[config.mk]
export PLATFORM = sky130hd
export DESIGN_NAME = dscg_top
export DESIGN_NICKNAME = d
export VERILOG_FILES = /design/src/dscg_pkg.sv /design/src/dscg_gate_reg.sv /design/src/dscg_irq.sv /design/src/dscg_top.sv
export SDC_FILE = /design/constraint.sdc
export NUM_CORES = 1
export LEC_CHECK = 0
export BUFFER_PORTS_ARGS = -buffer_cell sky130_fd_sc_hd__buf_2
export CAP_MARGIN = 20
export CORE_AREA = 5 5 101 65
export CTS_BUF_LIST = sky130_fd_sc_hd__clkbuf_4 sky130_fd_sc_hd__clkbuf_8
export DETAILED_ROUTE_END_ITERATION = 16
export DIE_AREA = 0 0 106 70
export HOLD_SLACK_MARGIN = 0.02
export PLACE_DENSITY = 0.76
export SLEW_MARGIN = 20
export SYNTH_ARGS = -nofsm -noshare
export SYNTH_HDL_FRONTEND = slang
export SYNTH_SLANG_ARGS = --single-unit
export TNS_END_PERCENT = 5
[constraint.sdc]
create_clock -name mclk -period 2.86 [get_ports mclk]
set_input_delay 0.286 -clock mclk [delete_from_list [all_inputs] [get_ports mclk]]
set_output_delay 0.286 -clock mclk [all_outputs]
set_load 0.02 [all_outputs]
[src/dscg_pkg.sv]
/*
  Shared constants and types for the deep-sleep clock-gate bank.
  Assumes one system clock domain and a byte-addressed register bus.
*/
package dscg_pkg;

  // register byte offsets
  localparam logic [8:0] RUN_GATE_OFS   = 9'h100;
  localparam logic [8:0] SLEEP_GATE_OFS = 9'h110;
  localparam logic [8:0] DEEP_GATE_OFS  = 9'h120;
  localparam logic [8:0] RUN_CFG_OFS    = 9'h130;
  localparam logic [8:0] IRQ_STATUS_OFS = 9'h140;
  localparam logic [8:0] IRQ_MASK_OFS   = 9'h144;

  // gate word layout
  localparam int PWM_BIT       = 20;
  localparam int ADC_BIT       = 16;
  localparam int RATE_MSB      = 9;
  localparam int RATE_LSB      = 8;
  localparam int HIBERNATE_BIT = 6;
  localparam int WATCHDOG_BIT  = 3;

  // gate word reset and writable bits; all else reads zero
  localparam logic [31:0] GATE_RESET    = 32'h00000040;
  localparam logic [31:0] GATE_WRITABLE = 32'h00110348;

  // converter rate codes
  localparam logic [1:0] RATE_125K = 2'h0;
  localparam logic [1:0] RATE_250K = 2'h1;
  localparam logic [1:0] RATE_500K = 2'h2;
  localparam logic [1:0] RATE_MAX  = RATE_500K;

  // run configuration word
  localparam int          AUTO_GATE_BIT  = 0;
  localparam logic [31:0] RUN_CFG_RESET  = 32'h00000000;

  // interrupt status / mask layout
  localparam int          IRQ_WIDTH         = 4;
  localparam int          EV_WATCHDOG_FAULT = 0;
  localparam int          EV_ADC_FAULT      = 1;
  localparam int          EV_PWM_FAULT      = 2;
  localparam int          EV_DEEP_ENTRY     = 3;
  localparam logic [31:0] IRQ_RESET         = 32'h00000000;

  // bus answer codes
  localparam logic [1:0] RESP_OKAY   = 2'h0;
  localparam logic [1:0] RESP_DECERR = 2'h3;

  typedef enum logic [1:0] {
    MODE_RUN,
    MODE_SLEEP,
    MODE_DEEP
  } dscg_power_mode_type;

  typedef struct packed {
    logic        read;
    logic        write;
    logic [8:0]  address;
    logic [3:0]  byteenable;
    logic [31:0] writedata;
  } dscg_bus_req_type;

  typedef struct packed {
    logic pwm;
    logic adc;
    logic hibernate;
    logic watchdog;
  } dscg_unit_type;

endpackage

[src/dscg_gate_reg.sv]
/*
  One byte-writable 32-bit control word with a fixed writable-bit mask.
  Assumes the caller raises wrEn for exactly one cycle per write.
*/
`timescale 1ns/1ps
`default_nettype none
module dscg_gate_reg #(
  parameter logic [31:0] RESET_VALUE = 32'h00000000,
  parameter logic [31:0] WRITABLE    = 32'hffffffff
) (
  // clock and reset
  input  wire logic        mclk,
  input  wire logic        reset,
  // write port
  input  wire logic        wrEn,
  input  wire logic [3:0]  byteEnable,
  input  wire logic [31:0] wrData,
  // stored word
  output logic [31:0]      value
);

  logic [31:0] value_reg;
  logic [31:0] value_next;
  logic [31:0] laneMask;

  // merge enabled lanes; fixed-zero bits never take a one
  always_comb begin
    laneMask = {{8{byteEnable[3]}}, {8{byteEnable[2]}},
                {8{byteEnable[1]}}, {8{byteEnable[0]}}};
    value_next = value_reg;
    if (wrEn) begin
      value_next = (value_reg & ~(laneMask & WRITABLE)) |
                   (wrData & laneMask & WRITABLE);
    end
  end

  always_ff @(posedge mclk) begin
    if (reset) begin
      value_reg <= RESET_VALUE;
    end else begin
      value_reg <= value_next;
    end
  end

  assign value = value_reg;

endmodule
`default_nettype wire

[src/dscg_irq.sv]
/*
  Sticky event status with write-one-to-clear, a mask and one level irq.
  Assumes events are one-cycle pulses on the system clock.
*/
`timescale 1ns/1ps
`default_nettype none
module dscg_irq (
  // clock and reset
  input  wire logic                          mclk,
  input  wire logic                          reset,
  // events from the block
  input  wire logic [dscg_pkg::IRQ_WIDTH-1:0] events,
  // software access
  input  wire logic                          clrWrite,
  input  wire logic                          maskWrite,
  input  wire logic [dscg_pkg::IRQ_WIDTH-1:0] wrData,
  // state
  output logic [dscg_pkg::IRQ_WIDTH-1:0]     status,
  output logic [dscg_pkg::IRQ_WIDTH-1:0]     mask,
  output logic                               irq
);

  logic [dscg_pkg::IRQ_WIDTH-1:0] status_reg;
  logic [dscg_pkg::IRQ_WIDTH-1:0] status_next;
  logic [dscg_pkg::IRQ_WIDTH-1:0] mask_reg;
  logic [dscg_pkg::IRQ_WIDTH-1:0] mask_next;
  logic                           irq_reg;
  logic                           irq_next;

  // set wins over clear so an event in the clear cycle survives
  always_comb begin
    status_next = status_reg;
    if (clrWrite) begin
      status_next = status_reg & ~wrData;
    end
    status_next = status_next | events;
    mask_next   = maskWrite ? wrData : mask_reg;
    irq_next    = |(status_next & mask_next);
  end

  always_ff @(posedge mclk) begin
    if (reset) begin
      status_reg <= dscg_pkg::IRQ_RESET[dscg_pkg::IRQ_WIDTH-1:0];
      mask_reg   <= dscg_pkg::IRQ_RESET[dscg_pkg::IRQ_WIDTH-1:0];
      irq_reg    <= 1'b0;
    end else begin
      status_reg <= status_next;
      mask_reg   <= mask_next;
      irq_reg    <= irq_next;
    end
  end

  assign status = status_reg;
  assign mask   = mask_reg;
  assign irq    = irq_reg;

endmodule
`default_nettype wire

[src/dscg_top.sv]
/*
  Clock-gate bank for four peripheral units: run, sleep and deep-sleep
  gate words, the automatic-gating select, unit bus-fault answers and an
  event interrupt, all behind an Avalon-MM slave with waitrequest.
  Assumes powerMode and unitAccess come from logic on mclk.
*/
// How it works
// a set enable bit drives that unit's clock enable high, a clear bit holds it low.
// an access to a unit other than hibernation whose clock enable is low is answered with a fault pulse.
// unit enables reset to zero except where a reset value says otherwise.
// the gate words reset to 0x00000040, so the hibernation enable comes up set.
// bit 20 of the deep-sleep word gates the pulse-width unit in deep-sleep.
// bit 16 of the deep-sleep word gates converter unit 0 in deep-sleep.
// bit 6 gates the hibernation unit, which never raises a bus fault.
// bit 3 of the deep-sleep word gates the watchdog unit in deep-sleep.
// bits 9:8 pick the converter rate, 2 for 500K, 1 for 250K, 0 for 125K.
// software keeps the rate at or below the part's maximum.
// reserved bits read as zero and ignore writes.
// run, sleep and deep-sleep gate words exist side by side.
// with automatic gating selected, sleep and deep-sleep use their own words.
// otherwise, or in run mode, the run word governs the unit clocks.
`timescale 1ns/1ps
`default_nettype none
module dscg_top (
  // clock and reset
  input  wire logic                          mclk,
  input  wire logic                          reset,
  // register bus
  input  wire dscg_pkg::dscg_bus_req_type    busReq,
  output logic                               busWaitrequest,
  output logic [31:0]                        busReaddata,
  output logic [1:0]                         busResponse,
  // power state from the core
  input  wire dscg_pkg::dscg_power_mode_type powerMode,
  // unit side
  input  wire dscg_pkg::dscg_unit_type       unitAccess,
  output dscg_pkg::dscg_unit_type            unitClockEnable,
  output dscg_pkg::dscg_unit_type            unitFault,
  output logic [1:0]                         sampleRate,
  // interrupt
  output logic                               irq
);

  typedef enum logic {
    BUS_IDLE,
    BUS_ANSWER
  } dscg_bus_state_type;

  // field extraction used for every gate word
  function automatic dscg_pkg::dscg_unit_type gateOf(input logic [31:0] w);
    dscg_pkg::dscg_unit_type u;
    u.pwm = w[dscg_pkg::PWM_BIT];
    u.adc = w[dscg_pkg::ADC_BIT];
    u.hibernate = w[dscg_pkg::HIBERNATE_BIT];
    u.watchdog  = w[dscg_pkg::WATCHDOG_BIT];
    return u;
  endfunction

  // address compare shared by read and write decode
  function automatic logic hit(input logic [8:0] a, input logic [8:0] ofs);
    return a == ofs;
  endfunction

  // bus state
  dscg_bus_state_type busState_reg;
  dscg_bus_state_type busState_next;
  logic               wait_reg;
  logic               wait_next;
  logic [31:0]        readdata_reg;
  logic [31:0]        readdata_next;
  logic [1:0]         response_reg;
  logic [1:0]         response_next;
  logic               commit;
  logic               mapped;

  // stored words
  logic [31:0] runGate;
  logic [31:0] sleepGate;
  logic [31:0] deepGate;
  logic [31:0] runCfg;
  logic [dscg_pkg::IRQ_WIDTH-1:0] irqStatus;
  logic [dscg_pkg::IRQ_WIDTH-1:0] irqMask;
  logic [dscg_pkg::IRQ_WIDTH-1:0] events;

  // unit side state
  dscg_pkg::dscg_unit_type clkEn_reg;
  dscg_pkg::dscg_unit_type clkEn_next;
  dscg_pkg::dscg_unit_type fault_reg;
  dscg_pkg::dscg_unit_type fault_next;
  logic [1:0]              rate_reg;
  logic [1:0]              rate_next;
  logic                    deep_reg;
  logic                    deep_next;
  logic [31:0]             activeGate;
  logic [1:0]              rawRate;

  // writes land only in the cycle waitrequest is low
  assign commit = (busState_reg == BUS_ANSWER) && busReq.write;

  // bus answer machine: one wait cycle, then one answer cycle
  always_comb begin
    busState_next = busState_reg;
    wait_next     = 1'b1;
    readdata_next = readdata_reg;
    response_next = response_reg;
    mapped = hit(busReq.address, dscg_pkg::RUN_GATE_OFS) ||
             hit(busReq.address, dscg_pkg::SLEEP_GATE_OFS) ||
             hit(busReq.address, dscg_pkg::DEEP_GATE_OFS) ||
             hit(busReq.address, dscg_pkg::RUN_CFG_OFS) ||
             hit(busReq.address, dscg_pkg::IRQ_STATUS_OFS) ||
             hit(busReq.address, dscg_pkg::IRQ_MASK_OFS);
    case (busState_reg)
      BUS_IDLE: begin
        if (busReq.read || busReq.write) begin
          busState_next = BUS_ANSWER;
          wait_next     = 1'b0;
          response_next = mapped ? dscg_pkg::RESP_OKAY : dscg_pkg::RESP_DECERR;
          readdata_next = 32'h00000000;
          // reserved bits are already zero in every stored word
          if (busReq.read) begin
            case (1'b1)
              hit(busReq.address, dscg_pkg::RUN_GATE_OFS):   readdata_next = runGate;
              hit(busReq.address, dscg_pkg::SLEEP_GATE_OFS): readdata_next = sleepGate;
              hit(busReq.address, dscg_pkg::DEEP_GATE_OFS):  readdata_next = deepGate;
              hit(busReq.address, dscg_pkg::RUN_CFG_OFS):    readdata_next = runCfg;
              hit(busReq.address, dscg_pkg::IRQ_STATUS_OFS): begin
                readdata_next = {28'h0000000, irqStatus};
              end
              hit(busReq.address, dscg_pkg::IRQ_MASK_OFS): begin
                readdata_next = {28'h0000000, irqMask};
              end
              default: readdata_next = 32'h00000000;
            endcase
          end
        end
      end
      BUS_ANSWER: begin
        busState_next = BUS_IDLE;
        wait_next     = 1'b1;
      end
      default: begin
        busState_next = BUS_IDLE;
        wait_next     = 1'b1;
      end
    endcase
  end

  always_ff @(posedge mclk) begin
    if (reset) begin
      busState_reg <= BUS_IDLE;
      wait_reg     <= 1'b1;
      readdata_reg <= 32'h00000000;
      response_reg <= dscg_pkg::RESP_OKAY;
    end else begin
      busState_reg <= busState_next;
      wait_reg     <= wait_next;
      readdata_reg <= readdata_next;
      response_reg <= response_next;
    end
  end

  // three parallel gate words, reset to the whole-word value
  dscg_gate_reg #(
    .RESET_VALUE (dscg_pkg::GATE_RESET),
    .WRITABLE    (dscg_pkg::GATE_WRITABLE)
  ) runGateReg (
    .mclk       (mclk),
    .reset      (reset),
    .wrEn       (commit && hit(busReq.address, dscg_pkg::RUN_GATE_OFS)),
    .byteEnable (busReq.byteenable),
    .wrData     (busReq.writedata),
    .value      (runGate)
  );

  dscg_gate_reg #(
    .RESET_VALUE (dscg_pkg::GATE_RESET),
    .WRITABLE    (dscg_pkg::GATE_WRITABLE)
  ) sleepGateReg (
    .mclk       (mclk),
    .reset      (reset),
    .wrEn       (commit && hit(busReq.address, dscg_pkg::SLEEP_GATE_OFS)),
    .byteEnable (busReq.byteenable),
    .wrData     (busReq.writedata),
    .value      (sleepGate)
  );

  // only bits 20, 16, 9:8, 6 and 3 can ever hold a one
  dscg_gate_reg #(
    .RESET_VALUE (dscg_pkg::GATE_RESET),
    .WRITABLE    (dscg_pkg::GATE_WRITABLE)
  ) deepGateReg (
    .mclk       (mclk),
    .reset      (reset),
    .wrEn       (commit && hit(busReq.address, dscg_pkg::DEEP_GATE_OFS)),
    .byteEnable (busReq.byteenable),
    .wrData     (busReq.writedata),
    .value      (deepGate)
  );

  // run configuration: holds the automatic-gating select
  dscg_gate_reg #(
    .RESET_VALUE (dscg_pkg::RUN_CFG_RESET),
    .WRITABLE    (32'h00000001 << dscg_pkg::AUTO_GATE_BIT)
  ) runCfgReg (
    .mclk       (mclk),
    .reset      (reset),
    .wrEn       (commit && hit(busReq.address, dscg_pkg::RUN_CFG_OFS)),
    .byteEnable (busReq.byteenable),
    .wrData     (busReq.writedata),
    .value      (runCfg)
  );

  // pick the governing word, drive clocks, rate and fault answers
  always_comb begin
    activeGate = runGate;
    if (runCfg[dscg_pkg::AUTO_GATE_BIT]) begin
      case (powerMode)
        dscg_pkg::MODE_SLEEP: activeGate = sleepGate;
        dscg_pkg::MODE_DEEP:  activeGate = deepGate;
        default:              activeGate = runGate;
      endcase
    end
    // bits 20, 16, 6, 3 map to pwm, converter, hibernation, watchdog enables
    clkEn_next = gateOf(activeGate);
    rawRate = activeGate[dscg_pkg::RATE_MSB:dscg_pkg::RATE_LSB];
    // code 3 has no rate; hold it to the top rate rather than guess
    rate_next = (rawRate > dscg_pkg::RATE_MAX) ? dscg_pkg::RATE_MAX : rawRate;
    // fault judged against the clock state the unit really has now
    fault_next.pwm = unitAccess.pwm && !clkEn_reg.pwm;
    fault_next.adc = unitAccess.adc && !clkEn_reg.adc;
    fault_next.hibernate = 1'b0;
    fault_next.watchdog  = unitAccess.watchdog && !clkEn_reg.watchdog;
    deep_next = (powerMode == dscg_pkg::MODE_DEEP);
  end

  always_ff @(posedge mclk) begin
    if (reset) begin
      clkEn_reg <= gateOf(dscg_pkg::GATE_RESET);
      fault_reg <= '0;
      rate_reg  <= dscg_pkg::RATE_125K;
      deep_reg  <= 1'b0;
    end else begin
      clkEn_reg <= clkEn_next;
      fault_reg <= fault_next;
      rate_reg  <= rate_next;
      deep_reg  <= deep_next;
    end
  end

  // events: unit faults and entry into deep-sleep
  always_comb begin
    events = '0;
    events[dscg_pkg::EV_WATCHDOG_FAULT] = fault_next.watchdog;
    events[dscg_pkg::EV_ADC_FAULT]  = fault_next.adc;
    events[dscg_pkg::EV_PWM_FAULT]  = fault_next.pwm;
    events[dscg_pkg::EV_DEEP_ENTRY] = deep_next && !deep_reg;
  end

  dscg_irq irqBank (
    .mclk      (mclk),
    .reset     (reset),
    .events    (events),
    .clrWrite  (commit && hit(busReq.address, dscg_pkg::IRQ_STATUS_OFS) &&
                busReq.byteenable[0]),
    .maskWrite (commit && hit(busReq.address, dscg_pkg::IRQ_MASK_OFS) &&
                busReq.byteenable[0]),
    .wrData    (busReq.writedata[dscg_pkg::IRQ_WIDTH-1:0]),
    .status    (irqStatus),
    .mask      (irqMask),
    .irq       (irq)
  );

  // outputs straight from flops
  assign busWaitrequest  = wait_reg;
  assign busReaddata     = readdata_reg;
  assign busResponse     = response_reg;
  assign unitClockEnable = clkEn_reg;
  assign unitFault       = fault_reg;
  assign sampleRate      = rate_reg;

endmodule
`default_nettype wire

==> impl_metrics.toml, run 1 <==
[status]
status = "finished, final reports clean"

[yosys]
yosys.area.top_type = "dfxtp_1"
ys.warnings.count = 0
async_flop_share = 0
synth_edf_count = 0
synth_area_leaders = "dfxtp_1 41%, mux2i_1 11%, buf_4 7.7%, nor2_1 6.0%, a21oi_1 3.9%"
synthFlopType = "dfxtp_1"
synth_top_area_frac = 0.413
synth_area_per_cell_um2 = 8.87
yosysSeqAreaShare = 0.413
ys_ff_latch = 50
synthCells = 273
netlist_area_um2 = 2420
synth_cell_types = 40

[power]
switching_share = 0.265
p_sw_w = 0.000339
combPwrFrac = 0.110
powerDensity_nw_per_um2 = 469
p_leak_nw = 1.25
vdd_ir_drop_max_uv = 200
p_int_w = 0.000942
seqPwrFrac = 0.555
clockPowerShare = 0.335

[clock_tree]
cts_hold_buf = 0
path_clk_slew_ps = 90
insertion_delay_ps = 300
cts_tree = "built"
clock_path_buffers = 2
cts_root_buf = "clkbuf_8"
cts_made_buffers = 5
htree_levels = 2
cts_resized = 0
cts_setup_buffers = 0
cts_sinks = 50

[worst_setup_path]
crit_required_ps = 3060
reg2reg_to = "irqBank.irq$_SDFF_PP0_"
timing.rr.start = "busState_reg$_SDFF_PP0_"
crit_path_end_kind = "flip-flop"
cp_max_fo = 6
path_class = "primary input to flip-flop"
crit_arrival_ps = 2200
r2r_slack_ps = 1170
r2r_cells = 5
start_kind = "primary input"

[floorplanning]
start_util = 0.443
dieArea_um2 = 7420
io_pins = 101
die_y_um = 70
fp.coreArea_um2 = 5470
rows = 21
fp.dieW_um = 106

[sta]
setup_viol = 0
finalHoldViolCount = 0
clock.fmax_ghz = 0.499
slew_headroom = 0.424
report.final.slew_viol_count = 0
setup_tns_ps = 0
finalClockSkew_ps = 4.00
layout_min_cycle_time_ps = 2000
rsz0062_at_grt = "false"
finalCritPeriodShare = 0.700
worst_pin_slew_ps = 863

[cells_and_area]
area_growth_pct = 12.8
drive_above_1_share = 0.220
diodes = 0
nNetsFinal = 378
fin_area_um2 = 2730

[place]
globalplace.congestion = 0.836
postPlaceCellArea_um2 = 2640
io_buffers = 51
dp.final_hpwl_um = 4410

[route]
drt-met1-wl_um = 3150
drt_pass1_iterations = 4
routed-via-count = 1997
ant_nets = 0
drt-initial-drc-count = 154
routedWlPerCell_um = 14.9
wirelength_um = 5830
wl_met2_um = 2200
drc_errors = 0
top_layer = "met4"
vias_per_cell = 5.11
dr_wl_met3_um = 442

[min_path]
min_path_cells = 3
worstHoldPathType = "primary input to flip-flop"
min_from = "busReq[9]"

[grt]
antenna_found_initial = 0
global_route.overflow_total = 0
grt_pass1_wl_um = 9740
grt_max_degree = 50
grt_use_total = 0.163
grt_pass1_vias = 1908

[job]
maxCapViolations = 0
metrics by stage:
stage	utilization	total power, W	setup slack (ps)	hold slack (ps)	cells
after floorplan	-	0.000848	745	404	296
after global placement	0.482	0.000863	565	438	383
after detailed placement	0.482	0.000865	552	450	383
after CTS	0.500	0.00129	874	242	391
after global routing	0.500	0.00134	813	263	391
final	0.500	0.00128	858	249	391
worst max-delay path: stages:
cell and delay (ps):
buf_2 160, or4b_4 600, or4_4 470, nor3b_2 330
nor2b_1 90, a211o_1 260
metal layers:
| metal | up-vias | global-route usage |
|---|---|---|
| met1 | 921 | 0.257 |
| met3 | 8 | 0.0479 |
| met4 | 0 | 0.0302 |
| li1 | 993 | - |
| met2 | 75 | 0.215 |
| met5 | - | 0 |
power groups by stage:
stage	Combinational [W]	Clock, W	Sequential [W]
6_report	0.000140	0.000429	0.000711
5_1_grt	0.000156	0.000470	0.000713
4_1_cts	0.000138	0.000442	0.000712
3_5_place_dp	0.000138	0	0.000728
3_3_place_gp	0.000135	0	0.000727
2_1_floorplan	0.000115	0	0.000733
how the worst max path moves through the flow:
stage,to,slack (ps),startpoint,cells past startpoint
after floorplan,flip-flop,750,busReq[38],6
after global placement,flip-flop,560,busReq[38],6
after detailed placement,flip-flop,550,busReq[38],6
after CTS,flip-flop,870,busReq[38],6
after global routing,flip-flop,810,busReq[38],6
final,flip-flop,860,busReq[38],6
cell families after synthesis:
group / Yosys count / synth area share
AND/OR/NAND/NOR: 103 / 0.234
flip-flops: 50 / 0.413
buffers and inverters: 48 / 0.116
AO/OA/AOI/OAI: 43 / 0.117
multiplexers: 26 / 0.107
adder cells (fa/ha/maj): 2 / 0.0103
other: 1 / 0.00155
placed cells by master (no fill, tap or decap), drive strengths merged, types with 2 or more instances in the layout:
cell and count:
nor2 39, o21bai 2, nor4 3, and3 3
a21oi 19, inv 12, nor3b 5, nand3 4
o221ai 5, nor2b 7, o2bb2ai 2, a221oi 5
a211o 2, nand2b 10, o21ai 4, nand2 13
nor3 6, buf 54, ha 2, nand4b 3
o22a 2, mux2i 26, dfxtp 50, nand4 2
conb 24, clkbuf 6, or2 2
cells in the mapped netlist, drive strengths merged (2+ instances only):
cell type and instances:
buf 27, or2 2, clkbuf 9, ha 2, o21bai 2, nand2b 10
nand4 2, nor4 3, o221ai 5, inv 12, o22a 2, and3 3
nand2 13, o21ai 4, nor2 39, a211o 2, nand4b 3, nor2b 7
nand3 4, nor3b 5, dfxtp 50, a221oi 5, a21oi 19, mux2i 26
o2bb2ai 2, nor3 6
final cells by class:
| type | instances | area [um^2] |
|---|---|---|
| Clock buffer | 6 | 82.6 |
| Clock inverter | 2 | 12.5 |
| Fill cell | 525 | 2730 |
| Inverter | 12 | 45.0 |
| Multi-Input combinational cell | 198 | 1230 |
| Sequential cell | 50 | 1000 |
| Tap cell | 69 | 86.3 |
| Timing Repair Buffer | 54 | 278 |
Note: power is estimated with default switching activity, not from simulation.
==> inputs of run 2 (changes only) <==
==> constraint.sdc (replaced) <==
create_clock -name mclk -period 2.04 [get_ports mclk]
set_input_delay 0.204 -clock mclk [delete_from_list [all_inputs] [get_ports mclk]]
set_output_delay 0.204 -clock mclk [all_outputs]
set_load 0.02 [all_outputs]
==> impl_metrics.toml, run 2 (synthesis gave the netlist of run 1 again) <==
[sta]
layout_min_cycle_time_ps = 1770
worst_pin_slew_ps = 658
slew_headroom = 0.562
clock.fmax_ghz = 0.564
setup_viol = 0
rsz0062_at_grt = "false"
finalHoldViolCount = 0
finalCritPeriodShare = 0.870
report.final.slew_viol_count = 0
finalWorstSetupSlack_ps = 266
finalClockSkew_ps = 6.35

[floorplanning]
dieArea_um2 = 7420
rows = 21
io_pins = 101
fp.dieW_um = 106
start_util = 0.443
die_y_um = 70
fp.coreArea_um2 = 5470

[grt]
antenna_found_initial = 0
grt_use_total = 0.168
grt_max_degree = 36
global_route.overflow_total = 0
grt_pass1_wl_um = 9950
grt_pass1_vias = 1953

[cells_and_area]
nNetsFinal = 390
drive_above_1_share = 0.249
final_cell_mix = "51 x buf_2, 50 x dfxtp_1, 39 x nor2_1, 26 x mux2i_1, 24 x conb_1"
area_growth_pct = 18.4
layout_commonest_cell = "buf_2"
fillerInstances = 514
diodes = 0
fin_area_um2 = 2870
multiInputGateArea_um2 = 1230
fin_cells = 403
final-seq-area_um2 = 1000

[place]
io_buffers = 51
globalplace.congestion = 0.879
dp_cells = 395
postPlaceCellArea_um2 = 2730
pre_cts_ws_ps = -59.9
dp.final_hpwl_um = 4700

[power]
powerDensity_nw_per_um2 = 720
power_w = 0.00206
vdd_ir_drop_max_uv = 346
p_leak_nw = 1.33

[job]
maxCapViolations = 0

[route]
wl_met2_um = 2380
routedWlPerCell_um = 15.2
ant_nets = 0
drt-met1-wl_um = 3150
drt_pass1_iterations = 5
top_layer = "met4"
dr_wl_met3_um = 529
drc_errors = 0
wirelength_um = 6110
vias_per_cell = 5.17
routed-via-count = 2083
drt-initial-drc-count = 187

[clock_tree]
cts_made_buffers = 5
htree_levels = 2
insertion_delay_ps = 300
cts_sinks = 50
cts_resized = 0
path_clk_slew_ps = 90
clock_path_buffers = 2
cts_setup_buffers = 0
cts_hold_buf = 0
cts_root_buf = "clkbuf_8"
cts_tree = "built"

[worst_setup_path]
path_class = "primary input to flip-flop"
crit_arrival_ps = 1970
timing.rr.start = "busState_reg$_SDFF_PP0_"
cp_cell_sequence = "buf_2 -> or4b_4 -> or4_4 -> nor3b_2 -> nor2b_1 -> a211o_1"
crit_slowest_cell = "or4b_4"
path_buf_inv = 1
slowest_delay_ps = 550
cp_max_fo = 3
crit_path_end_kind = "flip-flop"
reg2reg_to = "irqBank.irq$_SDFF_PP0_"
path_depth = 6
r2r_cells = 5
r2r_slack_ps = 360
path_delay_family = "simple AND/OR/NAND/NOR gates"
crit_required_ps = 2240
start_kind = "primary input"

[min_path]
min_from = "busReq[9]"
worstHoldPathType = "primary input to flip-flop"
min_path_cells = 3

[status]
status = "finished, final reports clean"
-- run 2: worst max path at each step --
stage | slack, ps | start | end
final | 270 | busReq[38] | flip-flop
after global routing | 160 | busState_reg$_SDFF_PP0_ | irqBank.irq$_SDFF_PP0_
after CTS | 270 | busReq[38] | flip-flop
after detailed placement | -60 | busReq[38] | flip-flop
after global placement | -10 | busReq[38] | flip-flop
after floorplan | 7 | busReq[38] | flip-flop
-- run 2: worst reg2reg max path, cell delays in order (launching register included) --
cell     delay (ps)
dfxtp_1         370
and3_1          310
nand4_1         320
mux2i_1         300
o22a_1          190
a21oi_1          60
-- run 2: layout make-up --
type	instances	share of cell area
Multi-Input combinational cell	198	0.427
Sequential cell	50	0.349
Timing Repair Buffer	66	0.128
Tap cell	69	0.0301
Clock buffer	6	0.0288
Clock inverter	2	0.0209
Inverter	12	0.0157
-- run 2: layer usage --
metal  GRT usage  up-vias
li1            -     1018
met2       0.228       90
met1       0.258      970
met5           0        -
met3      0.0424        5
met4      0.0431        0
-- run 2: stage by stage --
step	util	hold WS [ps]	TNS, ps
floorplan	-	322	0
global placement	0.499	437	-16.4
detailed placement	0.499	443	-59.9
CTS	0.525	157	0
global route	0.525	170	0
finish	0.525	167	0
-- run 2: power breakdown --
group | internal (W) | total [W] | switching [W]
Sequential | 0.000990 | 0.000998 | 0.00000773
Combinational | 0.0000709 | 0.000215 | 0.000144
Clock | 0.000523 | 0.000851 | 0.000328
Total | 0.00158 | 0.00206 | 0.000481
